## src/verilog/hbc_pkg.sv

```systemverilog
// ==========================================================================
// Shared constants and types
package hbc_pkg;

    // ======================================================================
    // Bus layout
    localparam int ADDR_W = 8;
    localparam int DATA_W = 32;
    localparam logic [7:0] OFS_CTRL = 8'h00;
    localparam logic [7:0] OFS_RATE = 8'h04;
    localparam logic [7:0] OFS_IRQ_EN = 8'h08;
    localparam logic [7:0] OFS_IRQ_STATUS = 8'h0C;
    localparam logic [7:0] OFS_IRQ_CLEAR = 8'h10;
    localparam logic [1:0] RESP_OKAY = 2'h0;
    localparam logic [1:0] RESP_SLVERR = 2'h2;

    // ======================================================================
    // Control register fields
    localparam int CTRL_W = 5;
    localparam int CTRL_RETENTION_BIT = 1;
    localparam int CTRL_BUSY_BIT = 8;
    localparam logic [4:0] CTRL_RESET = 5'h00;
    localparam logic [31:0] RATE_RESET = 32'h0000_0000;

    typedef struct packed {
        logic status_view_select;
        logic battery_low_detect_enable;
        logic write_bus_stall_enable;
        logic retention_enable;
        logic unit_enable;
    } hbc_ctrl_type;

    // ======================================================================
    // Interrupt source positions
    localparam int IRQ_N = 7;
    localparam int WR_COMPLETE_IRQ = 0;
    localparam int WAKE_PIN_IRQ = 1;
    localparam int BATTERY_LOW_IRQ = 2;
    localparam int COUNTER_MATCH_IRQ = 3;
    localparam int SUPPLY_FAIL_IRQ = 4;
    localparam int RESET_WAKE_IRQ = 5;
    localparam int GPIO_WAKE_IRQ = 6;
    localparam logic [6:0] IRQ_RESET = 7'h00;

    // ======================================================================
    // Write completion time
    localparam int CLK_PERIOD_NS = 10;
    localparam int WR_TIME_NS = 40;
    localparam int WR_CYCLES_INT = (WR_TIME_NS + CLK_PERIOD_NS - 1) / CLK_PERIOD_NS;
    localparam logic [3:0] WR_CYCLES = WR_CYCLES_INT[3:0];

    // ======================================================================
    // Write channel states
    typedef enum logic [2:0] {
        WST_IDLE = 3'b001,
        WST_BUSY = 3'b010,
        WST_RESP = 3'b100
    } hbc_wstate_type;

endpackage

```

## src/verilog/hbc_pin_hold.sv

```systemverilog
// ==========================================================================
// Pin level hold stage
module hbc_pin_hold #(
    parameter int PINS = 8
) (
    input wire logic clk,
    input wire logic bat_rst_n,
    input wire logic hold,
    input wire logic [PINS-1:0] gpio_out,
    output logic [PINS-1:0] pad_out
);

    // ======================================================================
    // One flop per pin, frozen while holding
    for (genvar p = 0; p < PINS; p++)
    begin : g_pin
        always_ff @(posedge clk or negedge bat_rst_n)
        begin
            if (!bat_rst_n)
            begin
                pad_out[p] <= 1'b0;
            end
            else if (!hold)
            begin
                pad_out[p] <= gpio_out[p];
            end
        end
    end

endmodule

```

## src/verilog/hbc_ctrl.sv

```systemverilog
// ==========================================================================
// Hibernation control, interrupts and pin retention
// Behaviour
// - Disabled unit offers no wake, interrupt or retention function.
// - With retention on, pin levels are held through hibernation and after wake.
// - Entering hibernation resets the GPIO unit; only retention keeps levels.
// - Turning retention off releases held pins back to the GPIO unit.
// - Retention setting reads back as a single bit.
// - Seven interrupt sources, each with its own enable bit.
// - A pending source stays asserted until software clears it.
// - Any combination of sources clears in one write, enable layout.
// - Any combination of sources is disabled by the enable mask.
// - Raw or masked status view, selected for reads, enable layout.
// - Active bit survives processor reset, telling wake from cold start.
// - An already active unit needs no re-enable; status reads at once.
// - Raw status keeps the wake cause across processor reset.
// - Detected low battery sets the low-battery raw status bit.
//
// Chosen here: the address map and the AXI4-Lite slave port.
module hbc_ctrl #(
    parameter int PINS = 8
) (
    input wire logic clk,
    input wire logic rst_b,
    input wire logic vbat_rst_b,
    input wire logic [hbc_pkg::ADDR_W-1:0] s_axi_awaddr,
    input wire logic s_axi_awvalid,
    output logic s_axi_awready,
    input wire logic [hbc_pkg::DATA_W-1:0] s_axi_wdata,
    input wire logic [3:0] s_axi_wstrb,
    input wire logic s_axi_wvalid,
    output logic s_axi_wready,
    output logic [1:0] s_axi_bresp,
    output logic s_axi_bvalid,
    input wire logic s_axi_bready,
    input wire logic [hbc_pkg::ADDR_W-1:0] s_axi_araddr,
    input wire logic s_axi_arvalid,
    output logic s_axi_arready,
    output logic [hbc_pkg::DATA_W-1:0] s_axi_rdata,
    output logic [1:0] s_axi_rresp,
    output logic s_axi_rvalid,
    input wire logic s_axi_rready,
    input wire logic wake_pin_evt,
    input wire logic battery_low,
    input wire logic counter_match_evt,
    input wire logic supply_fail,
    input wire logic reset_wake_evt,
    input wire logic gpio_wake_evt,
    input wire logic hib_req,
    input wire logic [PINS-1:0] gpio_out,
    output logic [PINS-1:0] pad_out,
    output logic gpio_unit_rst,
    output logic irq
);

    // ======================================================================
    // Reset release
    logic [1:0] sys_sync;
    logic [1:0] bat_sync;
    logic rst_n;
    logic bat_rst_n;

    always_ff @(posedge clk or negedge rst_b)
    begin
        if (!rst_b)
        begin
            sys_sync <= 2'b00;
        end
        else
        begin
            sys_sync <= {sys_sync[0], 1'b1};
        end
    end

    always_ff @(posedge clk or negedge vbat_rst_b)
    begin
        if (!vbat_rst_b)
        begin
            bat_sync <= 2'b00;
        end
        else
        begin
            bat_sync <= {bat_sync[0], 1'b1};
        end
    end

    assign rst_n = sys_sync[1];
    assign bat_rst_n = bat_sync[1];

    // ======================================================================
    // Declarations
    hbc_pkg::hbc_ctrl_type ctrl;
    hbc_pkg::hbc_wstate_type wstate;
    logic [7:0] rate_byte [4];
    logic [hbc_pkg::IRQ_N-1:0] irq_en;
    logic [hbc_pkg::IRQ_N-1:0] raw;
    logic [hbc_pkg::IRQ_N-1:0] masked;
    logic [hbc_pkg::IRQ_N-1:0] evt;
    logic [hbc_pkg::IRQ_N-1:0] clr;
    logic [hbc_pkg::ADDR_W-1:0] aw_addr;
    logic [hbc_pkg::DATA_W-1:0] w_data;
    logic [3:0] w_strb;
    logic aw_full;
    logic w_full;
    logic wr_fire;
    logic sel_ctrl;
    logic sel_rate;
    logic sel_en;
    logic sel_clr;
    logic sel_hit;
    logic [3:0] wr_cnt;
    logic wr_done;
    logic busy;
    logic hold_active;
    logic [hbc_pkg::DATA_W-1:0] next_rdata;
    logic next_rhit;
    logic rd_ctrl_q;

    // ======================================================================
    // Write address and data capture, either order
    always_ff @(posedge clk or negedge rst_n)
    begin
        if (!rst_n)
        begin
            aw_full <= 1'b0;
            aw_addr <= '0;
            s_axi_awready <= 1'b1;
        end
        else if (s_axi_awvalid && s_axi_awready)
        begin
            aw_full <= 1'b1;
            aw_addr <= s_axi_awaddr;
            s_axi_awready <= 1'b0;
        end
        else if (s_axi_bvalid && s_axi_bready)
        begin
            aw_full <= 1'b0;
            s_axi_awready <= 1'b1;
        end
    end

    always_ff @(posedge clk or negedge rst_n)
    begin
        if (!rst_n)
        begin
            w_full <= 1'b0;
            w_data <= '0;
            w_strb <= 4'h0;
            s_axi_wready <= 1'b1;
        end
        else if (s_axi_wvalid && s_axi_wready)
        begin
            w_full <= 1'b1;
            w_data <= s_axi_wdata;
            w_strb <= s_axi_wstrb;
            s_axi_wready <= 1'b0;
        end
        else if (s_axi_bvalid && s_axi_bready)
        begin
            w_full <= 1'b0;
            s_axi_wready <= 1'b1;
        end
    end

    assign wr_fire = (wstate == hbc_pkg::WST_IDLE) && aw_full && w_full;

    // ======================================================================
    // Write decode
    always_comb
    begin
        sel_ctrl = 1'b0;
        sel_rate = 1'b0;
        sel_en = 1'b0;
        sel_clr = 1'b0;
        if (aw_addr[7:2] == hbc_pkg::OFS_CTRL[7:2])
        begin
            sel_ctrl = 1'b1;
        end
        else if (aw_addr[7:2] == hbc_pkg::OFS_RATE[7:2])
        begin
            sel_rate = 1'b1;
        end
        else if (aw_addr[7:2] == hbc_pkg::OFS_IRQ_EN[7:2])
        begin
            sel_en = 1'b1;
        end
        else if (aw_addr[7:2] == hbc_pkg::OFS_IRQ_CLEAR[7:2])
        begin
            sel_clr = 1'b1;
        end
        sel_hit = sel_ctrl || sel_rate || sel_en || sel_clr
            || (aw_addr[7:2] == hbc_pkg::OFS_IRQ_STATUS[7:2]);
    end

    // ======================================================================
    // Write response, optionally stalled until write complete
    always_ff @(posedge clk or negedge rst_n)
    begin
        if (!rst_n)
        begin
            wstate <= hbc_pkg::WST_IDLE;
            s_axi_bvalid <= 1'b0;
            s_axi_bresp <= hbc_pkg::RESP_OKAY;
        end
        else
        begin
            case (wstate)
                hbc_pkg::WST_IDLE:
                begin
                    if (wr_fire)
                    begin
                        s_axi_bresp <= sel_hit ? hbc_pkg::RESP_OKAY : hbc_pkg::RESP_SLVERR;
                        if (ctrl.write_bus_stall_enable)
                        begin
                            wstate <= hbc_pkg::WST_BUSY;
                        end
                        else
                        begin
                            wstate <= hbc_pkg::WST_RESP;
                            s_axi_bvalid <= 1'b1;
                        end
                    end
                end
                hbc_pkg::WST_BUSY:
                begin
                    if (wr_done)
                    begin
                        wstate <= hbc_pkg::WST_RESP;
                        s_axi_bvalid <= 1'b1;
                    end
                end
                hbc_pkg::WST_RESP:
                begin
                    if (s_axi_bready)
                    begin
                        wstate <= hbc_pkg::WST_IDLE;
                        s_axi_bvalid <= 1'b0;
                    end
                end
                default:
                begin
                    wstate <= hbc_pkg::WST_IDLE;
                    s_axi_bvalid <= 1'b0;
                end
            endcase
        end
    end

    // ======================================================================
    // Write completion timer
    always_ff @(posedge clk or negedge rst_n)
    begin
        if (!rst_n)
        begin
            wr_cnt <= 4'h0;
        end
        else if (wr_fire)
        begin
            wr_cnt <= hbc_pkg::WR_CYCLES;
        end
        else if (wr_cnt != 4'h0)
        begin
            wr_cnt <= wr_cnt - 4'h1;
        end
    end

    assign wr_done = (wr_cnt == 4'h1);
    assign busy = (wr_cnt != 4'h0);

    // ======================================================================
    // Battery-backed settings
    always_ff @(posedge clk or negedge bat_rst_n)
    begin
        if (!bat_rst_n)
        begin
            ctrl <= hbc_pkg::hbc_ctrl_type'(hbc_pkg::CTRL_RESET);
        end
        else if (wr_fire && sel_ctrl && w_strb[0])
        begin
            ctrl <= hbc_pkg::hbc_ctrl_type'(w_data[hbc_pkg::CTRL_W-1:0]);
        end
    end

    for (genvar b = 0; b < 4; b++)
    begin : g_rate
        always_ff @(posedge clk or negedge bat_rst_n)
        begin
            if (!bat_rst_n)
            begin
                rate_byte[b] <= hbc_pkg::RATE_RESET[8*b +: 8];
            end
            else if (wr_fire && sel_rate && w_strb[b])
            begin
                rate_byte[b] <= w_data[8*b +: 8];
            end
        end
    end

    always_ff @(posedge clk or negedge bat_rst_n)
    begin
        if (!bat_rst_n)
        begin
            irq_en <= hbc_pkg::IRQ_RESET;
        end
        else if (wr_fire && sel_en && w_strb[0])
        begin
            irq_en <= w_data[hbc_pkg::IRQ_N-1:0];
        end
    end

    // ======================================================================
    // Interrupt sources and raw status
    always_comb
    begin
        evt = '0;
        evt[hbc_pkg::WR_COMPLETE_IRQ] = wr_done;
        evt[hbc_pkg::WAKE_PIN_IRQ] = wake_pin_evt;
        evt[hbc_pkg::BATTERY_LOW_IRQ] = battery_low && ctrl.battery_low_detect_enable;
        evt[hbc_pkg::COUNTER_MATCH_IRQ] = counter_match_evt;
        evt[hbc_pkg::SUPPLY_FAIL_IRQ] = supply_fail;
        evt[hbc_pkg::RESET_WAKE_IRQ] = reset_wake_evt;
        evt[hbc_pkg::GPIO_WAKE_IRQ] = gpio_wake_evt;
        if (!ctrl.unit_enable)
        begin
            evt = '0;
        end
    end

    assign clr = (wr_fire && sel_clr && w_strb[0]) ? w_data[hbc_pkg::IRQ_N-1:0] : '0;

    always_ff @(posedge clk or negedge bat_rst_n)
    begin
        if (!bat_rst_n)
        begin
            raw <= hbc_pkg::IRQ_RESET;
        end
        else
        begin
            raw <= (raw & ~clr) | evt;
        end
    end

    assign masked = raw & irq_en;

    always_ff @(posedge clk or negedge bat_rst_n)
    begin
        if (!bat_rst_n)
        begin
            irq <= 1'b0;
        end
        else
        begin
            irq <= ctrl.unit_enable && (|masked);
        end
    end

    // ======================================================================
    // Pin retention
    always_ff @(posedge clk or negedge bat_rst_n)
    begin
        if (!bat_rst_n)
        begin
            hold_active <= 1'b0;
            gpio_unit_rst <= 1'b0;
        end
        else
        begin
            gpio_unit_rst <= hib_req;
            if (!ctrl.retention_enable || !ctrl.unit_enable)
            begin
                hold_active <= 1'b0;
            end
            else if (hib_req)
            begin
                hold_active <= 1'b1;
            end
        end
    end

    hbc_pin_hold #(
        .PINS(PINS)
    ) u_pin_hold (
        .clk(clk),
        .bat_rst_n(bat_rst_n),
        .hold(hold_active),
        .gpio_out(gpio_out),
        .pad_out(pad_out)
    );

    // ======================================================================
    // Read decode and read channel
    always_comb
    begin
        next_rdata = '0;
        next_rhit = 1'b1;
        if (s_axi_araddr[7:2] == hbc_pkg::OFS_CTRL[7:2])
        begin
            next_rdata[hbc_pkg::CTRL_W-1:0] = ctrl;
            next_rdata[hbc_pkg::CTRL_BUSY_BIT] = busy;
        end
        else if (s_axi_araddr[7:2] == hbc_pkg::OFS_RATE[7:2])
        begin
            next_rdata = {rate_byte[3], rate_byte[2], rate_byte[1], rate_byte[0]};
        end
        else if (s_axi_araddr[7:2] == hbc_pkg::OFS_IRQ_EN[7:2])
        begin
            next_rdata[hbc_pkg::IRQ_N-1:0] = irq_en;
        end
        else if (s_axi_araddr[7:2] == hbc_pkg::OFS_IRQ_STATUS[7:2])
        begin
            next_rdata[hbc_pkg::IRQ_N-1:0] = ctrl.status_view_select ? masked : raw;
        end
        else if (s_axi_araddr[7:2] != hbc_pkg::OFS_IRQ_CLEAR[7:2])
        begin
            next_rhit = 1'b0;
        end
    end

    always_ff @(posedge clk or negedge rst_n)
    begin
        if (!rst_n)
        begin
            s_axi_arready <= 1'b1;
            s_axi_rvalid <= 1'b0;
            s_axi_rdata <= '0;
            s_axi_rresp <= hbc_pkg::RESP_OKAY;
            rd_ctrl_q <= 1'b0;
        end
        else if (s_axi_arvalid && s_axi_arready)
        begin
            s_axi_arready <= 1'b0;
            s_axi_rvalid <= 1'b1;
            s_axi_rdata <= next_rdata;
            s_axi_rresp <= next_rhit ? hbc_pkg::RESP_OKAY : hbc_pkg::RESP_SLVERR;
            rd_ctrl_q <= (s_axi_araddr[7:2] == hbc_pkg::OFS_CTRL[7:2]);
        end
        else if (s_axi_rvalid && s_axi_rready)
        begin
            s_axi_rvalid <= 1'b0;
            s_axi_arready <= 1'b1;
        end
    end

    // ======================================================================
    // Checks
    logic [hbc_pkg::IRQ_N-1:0] pend_keep;
    logic [hbc_pkg::IRQ_N-1:0] clr_only;
    logic [hbc_pkg::IRQ_N-1:0] set_clr;
    logic irq_cause;
    logic ret_bit;

    assign pend_keep = raw & ~clr;
    assign clr_only = clr & ~evt;
    assign set_clr = evt & clr;
    assign irq_cause = ctrl.unit_enable && (|masked);
    assign ret_bit = ctrl.retention_enable;
endmodule

```

## config.mk

```make
export PLATFORM = sky130hd
export DESIGN_NAME = hbc_ctrl
export DESIGN_NICKNAME = d
export VERILOG_FILES = /design/src/verilog/hbc_pkg.sv /design/src/verilog/hbc_pin_hold.sv /design/src/verilog/hbc_ctrl.sv
export SDC_FILE = /design/constraint.sdc
export NUM_CORES = 1
export LEC_CHECK = 0
export BUFFER_PORTS_ARGS = -buffer_cell sky130_fd_sc_hd__buf_2
export CAP_MARGIN = 30
export CELL_PAD_IN_SITES_DETAIL_PLACEMENT = 0
export CELL_PAD_IN_SITES_GLOBAL_PLACEMENT = 2
export CORE_AREA = 2 2 140 142
export DETAILED_ROUTE_END_ITERATION = 8
export DIE_AREA = 0 0 142 144
export PLACE_DENSITY_LB_ADDON = 0.1
export SLEW_MARGIN = 20
export SYNTH_ARGS = -nofsm -noshare
export SYNTH_HDL_FRONTEND = slang
export SYNTH_SLANG_ARGS = --single-unit
```

## constraint.sdc

```tcl
create_clock -name clk -period 2.75 [get_ports clk]
set_clock_uncertainty 0.15 [all_clocks]
set_input_delay 0.1375 -clock clk [delete_from_list [all_inputs] [get_ports clk]]
set_output_delay 0.1375 -clock clk [all_outputs]
set_load 0.005 [all_outputs]
```

After elaboration in Yosys (flattened, before gate mapping)
Cells that the tools add are included.
{"block": "word_totals", "reg_bits": 160, "output_inout_bits": 51, "in_bits": 75}
{"block": "op_classes", "eq_ne": 16, "muxes": 52, "reduce_logical": 39, "add_sub_neg": 1, "bitwise_logic": 4}
{"op": "$mux 7", "count": 6}
{"op": "$mux 1", "count": 32}
{"op": "$mux 25", "count": 1}
{"op": "$eq 6x2->1 const B", "count": 4}
{"op": "$mux 23", "count": 1}
{"op": "$logic_and 1x1->1", "count": 20}
{"op": "$mux 3", "count": 5}
{"op": "$and 7x7->7", "count": 2}
{"op": "$eq 6x1->1 const B", "count": 2}
{"op": "$logic_not 6->1", "count": 2}
{"op": "$reduce_bool 2->1", "count": 5}
{"op": "$pmux 3 s3", "count": 1}
{"op": "$mux 4", "count": 2}
{"op": "$ne 2x2->1 const B", "count": 4}
{"op": "$not 7->7", "count": 1}
{"op": "$or 7x7->7", "count": 1}
{"op": "$reduce_or 7->1", "count": 1}
{"op": "$eq 6x3->1 const B", "count": 1}
{"op": "$ne 6x3->1 const B", "count": 1}
{"op": "$logic_or 1x1->1", "count": 5}
{"op": "$mux 5", "count": 1}
{"op": "$eq 4x1->1 const B", "count": 1}
{"op": "$mux 2", "count": 2}
{"op": "$reduce_and 4->1", "count": 1}
{"op": "other kinds (9)", "count": 10}

Longest topological paths before layout
Gate-level depths: netlist of run 1.
{"block": "logic_depth", "depth_word": 11, "ltp_mapped": 6}

By module
From an unflattened synthesis of run 1, not the netlist that was laid out.
{"block": "unflattened", "hier_cells": 443, "area_unflattened_um2": 6247.2}
{"module": "hbc_ctrl", "area_per_inst_um2": 5915.7, "seq_area_each_um2": 3708.6, "cells_each": 426, "instances": 1}
{"module": "hbc_pin_hold", "area_per_inst_um2": 331.6, "seq_area_each_um2": 200.2, "cells_each": 17, "instances": 1}

Least setup slack after synthesis of run 1
Ideal clock, no wire load.
{"block": "synth_path", "path_type": "register to register", "startpoint": "reg wstate[0]", "endpoint": "reg rate_byte[0] (netlist bit)", "setup_ns": 0.125, "n_path_buf": 0, "setup_slack_ns": 0.666, "t_arrival_ns": 1.809, "stages_incl_launch_ff": 5, "synth_period_minus_slack_ns": 2.084, "path_cell_list": "dfstp_2 -> nor3b_4 -> nand4_4 -> nor3b_4 -> mux2_2"}
{"block": "synth_between", "elab_chain_len": 5}
{"item": "from (decl)", "line": "hbc_ctrl.sv:93", "text": "hbc_pkg::hbc_wstate_type wstate;"}
{"item": "from (signal assigned)", "line": "hbc_ctrl.sv:201", "text": "wstate <= hbc_pkg::WST_IDLE;"}
{"item": "from (signal assigned)", "line": "hbc_ctrl.sv:215", "text": "wstate <= hbc_pkg::WST_BUSY;"}
{"item": "from (signal assigned)", "line": "hbc_ctrl.sv:219", "text": "wstate <= hbc_pkg::WST_RESP;"}
{"item": "$eq 3x1->1", "line": "hbc_ctrl.sv:165", "text": "assign wr_fire = (wstate == hbc_pkg::WST_IDLE) && aw_full && w_full;"}
{"item": "$logic_and 1x1->1 (2 in a row)", "line": "hbc_ctrl.sv:165"}
{"item": "$logic_and 1x1->1 (2 in a row)", "line": "hbc_ctrl.sv:292", "text": "else if (wr_fire && sel_rate && w_strb[b])"}
{"item": "to (signal, indexed assignment)", "line": "hbc_ctrl.sv:290", "text": "rate_byte[b] <= hbc_pkg::RATE_RESET[8*b +: 8];"}
{"item": "to (signal, indexed assignment)", "line": "hbc_ctrl.sv:294", "text": "rate_byte[b] <= w_data[8*b +: 8];"}
{"item": "to (decl)", "line": "hbc_ctrl.sv:94", "text": "logic [7:0] rate_byte [4];"}
No other way between the ends.
A chain may end at the register's enable or synchronous reset.

Final worst setup path of run 1
{"block": "layout_path", "startpoint": "reg wstate[0]", "endpoint": "reg rate_byte[17] (netlist bit)"}
Same word-level chain as after synthesis.

==> impl_metrics.csv, run 1 <==
group,metric,value,unit
synth,synth-compound-area-share,0.0859,
clock_network,cts_tree,"yes",
clock_network,clockBufferDepth,2,
sta,max-slew-margin-rel,0.593,
layout,nets,729,
critical_path,path_max_fanout,8,
die,dieArea,20400,µm²
min_path,hold_depth,4,
critical_path,crit_chain,"nor3b_4 > nand4_4 > nor3b_4 > mux2_2",
place,gp_congestion,0.707,
critical_path,critPathBufInv,0,
sta,setup_viol,0,
drt,drtIter0Drc,167,
sta,fmax,420,MHz
grt,grt_max_degree,63,
synth,synth_xor_area_frac,0.00138,
drt,ant_nets,0,
grt,grt_pass1_wl,24400,µm
sta,rsz0062_at_grt,"false",
power,power.switching,1.14,mW
sta,final-max-slew-violation-count,0,
synth,synthMuxAreaShare,0.181,
sta,hold_ws,26.7,ps
sta,period_needed,2380,ps
clock_network,cts_made_buffers,17,
critical_path,reg2reg_depth,4,
die,die_w,142,µm
status,status,"complete, no violations",
clock_network,postCtsResizedCells,0,
place,port_buffers,119,
power,cellLeakagePower,4.21,nW
drt,drcViolationCount,0,
power,power_density,601,nW/µm²
die,die-height,144,µm
die,io_pins,126,
clock_network,clk_pin_slew,70,ps
synth,ys.flop_type,"dfrtp_1",
sta,final-hold-violation-count,0,
critical_path,endpoint_kind,"flip-flop",
synth,ys_seq_elements,156,
power,netSwitchingFraction,0.222,
synth,synth_top_family_by_area,"multiplexers",
drt,vias_per_cell,4.75,
synth,synth-simple-area-share,0.0881,
grt,grtUsageTotal,0.156,
grt,grt_pass1_vias,4536,
critical_path,cp.arrival,2530,ps
power,clockPowerShare,0.470,
drt,drt-total-wl,14900,µm
run,maxCapViolCount,0,
sta,timing.final.crit_share,0.866,
synth,netlist_instances,454,
synth,synth_cell_types,47,
synth,synth-edff-count,0,
critical_path,cp_data_required_time,2900,ps
sta,tightest_slew,605,ps
clock_network,clk-insertion-delay-late,420,ps
power,seqPwrFrac,0.463,
layout,area_growth,35.1,%
synth,ys_seq_area_frac,0.617,
critical_path,cp-start-kind,"flip-flop",
synth,syn_area_per_cell,14.0,µm²
place,hpwl,9630,µm
critical_path,path_class,"reg -> reg",
grt,overflow,0,
min_path,hold_path.class,"in -> reg",
die,coreArea,19100,µm²
clock_network,htree_levels,4,
synth,synth_fa_ha_area_frac,0.00593,
drt,wl_per_cell,16.5,µm
critical_path,crit_top_cell,"nor3b_4",
critical_path,path_depth,4,
critical_path,slowest_stage,"dfstp_2",
drt,num_vias,4283,
layout,antenna_cells,0,
layout,drive_above_1_share,0.410,
synth,syn_area,6330,µm²
clock_network,cts_root_buf,"clkbuf_16",
power,intPower,4.00,mW
synth,yosys_warnings,0,
die,core.rowCount,51,
drt,first_pass_iters,4,
synth,synthArstFlopShare,1.00,
critical_path,path_delay_family,"simple AND/OR/NAND/NOR gates",
clock_network,cts_sinks,156,
power,ir_worst_vdd,0.000412,V
grt,antenna_found_initial,0,
power,p_comb_frac,0.066,
sta,setup_tns,0,ps
critical_path,max_stage_delay,580,ps
die,start_util,0.332,
power groups by stage:
stage | Sequential, mW | Combinational [mW] | Clock (mW)
3_5_place_dp | 2.43 | 0.257 | 0
2_1_floorplan | 2.45 | 0.0823 | 0
5_1_grt | 2.39 | 0.383 | 2.60
4_1_cts | 2.38 | 0.345 | 2.50
3_3_place_gp | 2.43 | 0.253 | 0
6_report | 2.38 | 0.340 | 2.42
metal layers:
layer / GRT usage / share of wire
met1: 0.200 / 0.45
met2: 0.255 / 0.48
met3: 0.0507 / 0.051
met4: 0.0458 / 0.011
met5: 0 / 0
logic make-up (layout without fill, tap and decap cells):
logic type | count (synthesis) | count (layout)
adders and majority gates | 3 | 3
xor gates and xnor gates | 1 | 1
AOI/OAI and AO/OA | 73 | 73
muxes | 102 | 102
DFF | 156 | 156
other | 2 | 4
and+or+nand+nor | 86 | 86
buffers and inverters | 31 | 239
worst min-delay path, cell delays in order:
cell and delay, ps:
buf_2 90, nor4_1 50, nand2_1 180, o31ai_1 100
final cells by class:
type / count / area, µm²
Inverter: 10 / 37.5
Tap cell: 238 / 298
Multi-Input combinational cell: 269 / 2320
Sequential cell: 156 / 3910
Timing Repair Buffer: 197 / 1380
Clock buffer: 20 / 447
Clock inverter: 12 / 163
Fill cell: 1802 / 10500
Yosys cell counts, types with 3 or more instances:
cell      instances  share of area
mux2_2           97           0.17
nor3b_4           4          0.012
a211oi_1          5         0.0059
nand3b_1          6         0.0071
nand3_1           4         0.0032
nor2b_1           3         0.0030
nor2_1           12         0.0071
a21oi_1           3         0.0024
nor3_1            6         0.0047
ha_1              3         0.0059
clkbuf_1         17          0.010
a31oi_1           8         0.0079
o21ai_0          14          0.011
inv_1            10         0.0059
a22o_1           30          0.041
mux2i_1           4         0.0063
nand2_1          25          0.015
dfrtp_1         152           0.60
dfstp_2           4          0.017
nand2b_1          9         0.0089
sequential cells by signal, indices dropped and copies added, names as in the netlist, 6 cells and up:
signal,cells
u_pin_hold.pad_out,8
s_axi_rdata,32
w_data,32
irq_en,7
aw_addr,6
rate_byte,32
raw,7
placed cells by master, fill, tap and decap left out, types with 2 or more instances in the layout:
cell type,n
dfrtp_1,150
buf_2,119
mux2_2,97
dlygate4sd3_1,71
a22o_1,30
nand2_1,24
clkbuf_16,17
o21ai_0,14
nor2_1,12
inv_1,10
nand2b_1,9
a31oi_1,8
nand3b_1,6
nor3_1,6
a211oi_1,5
buf_4,5
nor3b_4,4
mux2i_1,4
nand3_1,4
conb_1,4
dfstp_2,4
nor2b_1,3
a21oi_1,3
ha_1,3
clkinv_4,3
inv_6,3
bufinv_16,3
nor3b_1,2
a22oi_1,2
and2_1,2
o31ai_1,2
o22ai_1,2
a32oi_1,2
nor4_4,2
clkbuf_1,2
clkinvlp_4,2
buf_12,2
worst paths after layout:
path	startpoint	to	slack, ps
worst max-delay path	wstate[0]	rate_byte[17]	370
worst min-delay path	s_axi_araddr[5]	s_axi_rdata[8]	30
worst max register to register	wstate[0]	rate_byte[17]	370
worst min register to register	bat_sync[1]	rate_byte[9]	120
max in group asynchronous	sys_sync[1]	s_axi_rdata[16]	1610
min in group asynchronous	bat_sync[1]	rate_byte[9]	120
through the flow:
step	utilization	setup WS, ps	total power, mW	area (µm²)	instances
finish	0.449	369	5.14	8560	902
CTS	0.448	319	5.23	8540	901
global route	0.449	218	5.37	8560	902
global placement	0.378	352	2.68	7220	798
floorplan	-	666	2.54	6340	456
detailed placement	0.378	339	2.68	7220	798
repair_timing:
item | in CTS | in global routing
setup buffers | 0 | 0
hold endpoints to repair | 70 | 0
hold buffers | 71 | 0
Power figures use the tool's default switching activity.
==> run 2: changes to the inputs <==
Settings changed: ABC_AREA set to 1, CORE_AREA 2 2 140 142 to 2 2 148 150, DIE_AREA 0 0 142 144 to 0 0 150 152.
==> run 2 against run 1 <==
Sequential share of layout area shrank 0.67 points. Utilization decreased by 4.2 points. Via count grew 19%. Clock power is 2% higher. Fmax up 17%. Non-clock buffer count fell by 2. Combinational power grew 21%. Total power increased by 3.3%. First-iteration DRC count up 49%. Clock-buffer cell count increased by 1. Final cell count rose by 26%. Flip-flop and latch count is the same.
==> impl_metrics.csv, run 2 <==
group,metric,value,unit
status,status,"complete, no violations",
die,start_util,0.304,
synth,yosys_warnings,0,
place,placed_area,7410,µm²
critical_path,cp-start-kind,"flip-flop",
grt,use_met3,0.0378,
layout,drive_above_1_share,0.245,
critical_path,r2r-end,"rate_byte[23]",
critical_path,rr_startpoint,"wstate[0]",
drt,first_pass_iters,4,
drt,ant_nets,0,
die,die_w,150,µm
synth,ys_seq_area_frac,0.603,
drt,num_vias,5103,
critical_path,path_max_fanout,13,
synth,synth-compound-area-share,0.0554,
min_path,hold_path.class,"in -> reg",
critical_path,reg2reg_depth,7,
sta,setup_tns,0,ps
place,port_buffers,119,
drt,vias_per_cell,4.47,
die,die-height,152,µm
synth,ys_seq_elements,156,
clock_network,postCtsResizedCells,0,
min_path,min_to,"aw_full",
sta,tightest_slew,858,ps
grt,grt_max_degree,63,
critical_path,r2r_slack,720,ps
grt,grt_pass1_vias,5068,
drt,drt-total-wl,16700,µm
clock_network,cts_sinks,156,
synth,synth_xor_area_frac,0.00270,
layout,antenna_cells,0,
critical_path,cp.arrival,2180,ps
clock_network,cts_tree,"yes",
synth,synth-edff-count,0,
sta,timing.final.crit_share,0.739,
sta,final-max-slew-violation-count,0,
grt,grt_pass1_wl,27100,µm
grt,grtUsageTotal,0.153,
clock_network,clk_pin_slew,60,ps
sta,fmax,492,MHz
sta,period_needed,2030,ps
synth,synth_top_cell_by_area,"dfrtp_1",
power,power.total,5.31,mW
sta,setup_viol,0,
place,place_ws,675,ps
synth,synth_cell_types,25,
layout,reg_top3,"rate_byte: 32 flops, s_axi_rdata: 32 flops, w_data: 32 flops",
synth,ys.flop_type,"dfrtp_1",
critical_path,cp_data_required_time,2900,ps
synth,ys_top_cells_by_area,"dfrtp_1 59%, nand2_1 12%, mux2_2 6.3%",
drt,drtIter0Drc,248,
clock_network,cts_made_buffers,17,
place,gp_congestion,0.722,
clock_network,htree_levels,4,
grt,overflow,0,
synth,synth-simple-area-share,0.228,
drt,wl_per_cell,14.6,µm
run,maxCapViolCount,0,
clock_network,postCtsSetupBuffers,0,
layout,n_fill_cell,2149,
synth,synthMuxAreaShare,0.0625,
die,io_pins,126,
min_path,hold_depth,3,
drt,drcViolationCount,0,
layout,nets,926,
layout,area_growth,34.0,%
sta,rsz0062_at_grt,"false",
synth,synth_top_family_by_area,"simple AND/OR/NAND/NOR gates",
synth,netlist_instances,659,
die,coreArea,21400,µm²
synth,syn_area_per_cell,9.84,µm²
grt,use_met2,0.243,
sta,final-hold-violation-count,0,
clock_network,cts_root_buf,"clkbuf_16",
layout,final_common_cell,"nand2_1",
layout,layout_common_cells,"198 x nand2_1, 150 x dfrtp_1, 119 x buf_2, 80 x nand3_1, 65 x dlygate4sd3_1",
min_path,hold_start,"s_axi_awvalid",
clock_network,clockBufferDepth,2,
die,dieArea,22800,µm²
critical_path,cp-startpoint,"wstate[0]",
synth,syn_area,6480,µm²
critical_path,path_class,"reg -> reg",
place,hpwl,11400,µm
power,cellLeakagePower,4.57,nW
layout,stdcell_area,8690,µm²
power,ir_worst_vdd,0.000386,V
synth,yosysTopAreaCellShare,0.587,
critical_path,endpoint_kind,"flip-flop",
grt,antenna_found_initial,0,
grt,grt.busiest_layer,"met2",
power,power_density,611,nW/µm²
die,core.rowCount,54,
sta,max-slew-margin-rel,0.428,
grt,grtUsageMet1,0.208,
synth,post-synth-top-count-cell,"nand2_1",
synth,netlist_top_cells_count,"199 x nand2_1, 152 x dfrtp_1, 80 x nand3_1, 39 x nor2_1, 37 x inv_1",
sta,setup_ws,718,ps
clock_network,clk-insertion-delay-late,420,ps
synth,synthArstFlopShare,1.00,
synth,synth_fa_ha_area_frac,0.00579,
## run 2: power breakdown
group / switching (mW) / internal, mW
clock network: 0.965 / 1.52
logic: 0.218 / 0.195
registers: 0.0453 / 2.37
total: 1.23 / 4.08
## run 2: worst max-delay path, stage by stage (launching register included)
cell and delay (ps):
dfstp_2 530, inv_1 70, nor3_4 210, nand2_4 150
nor2_4 340, nand2_1 290, nand2_1 120, nand2_1 50
## run 2: worst max-delay path by stage
stage	end	slack [ps]	cells after the start
floorplan	ctrl[0]	690	0
global placement	rate_byte[16]	690	7
detailed placement	rate_byte[16]	680	7
CTS	rate_byte[23]	660	7
global route	rate_byte[22]	480	7
finish	rate_byte[23]	720	7
## run 2: per-stage QoR
stage,utilization,hold WS [ps],cells
detailed placement,0.347,-225,1044
global route,0.407,91.6,1141
finish,0.407,67.6,1141
floorplan,-,-308,661
global placement,0.347,-227,1044
CTS,0.407,63.2,1141
## run 2: area by class of cell
type / count / area [µm²] / area share
Timing Repair Buffer: 195 / 1340 / 0.154
Multi-Input combinational cell: 441 / 2310 / 0.266
Sequential cell: 156 / 3910 / 0.451
Inverter: 37 / 139 / 0.0160
Tap cell: 280 / 350 / 0.0403
Clock buffer: 21 / 470 / 0.0542
Clock inverter: 11 / 156 / 0.0180
## run 2: timing repair
action,in CTS,in global routing
hold endpoints to repair,69,0
setup endpoints to repair,0,0
hold buffers,65,0
## run 2: kinds of logic after synthesis
group	count (synthesis)
compound gates	53
xor+xnor	2
fa+ha+maj	3
buf+inv	64
flops	156
mux	36
other cells	2
simple gates	343
## run 2: layer usage
| layer | share of wire | wire, µm |
|---|---|---|
| met5 | 0 | 0 |
| met4 | 0.013 | 218 |
| met3 | 0.046 | 760 |
| met2 | 0.47 | 7800 |
| met1 | 0.47 | 7880 |
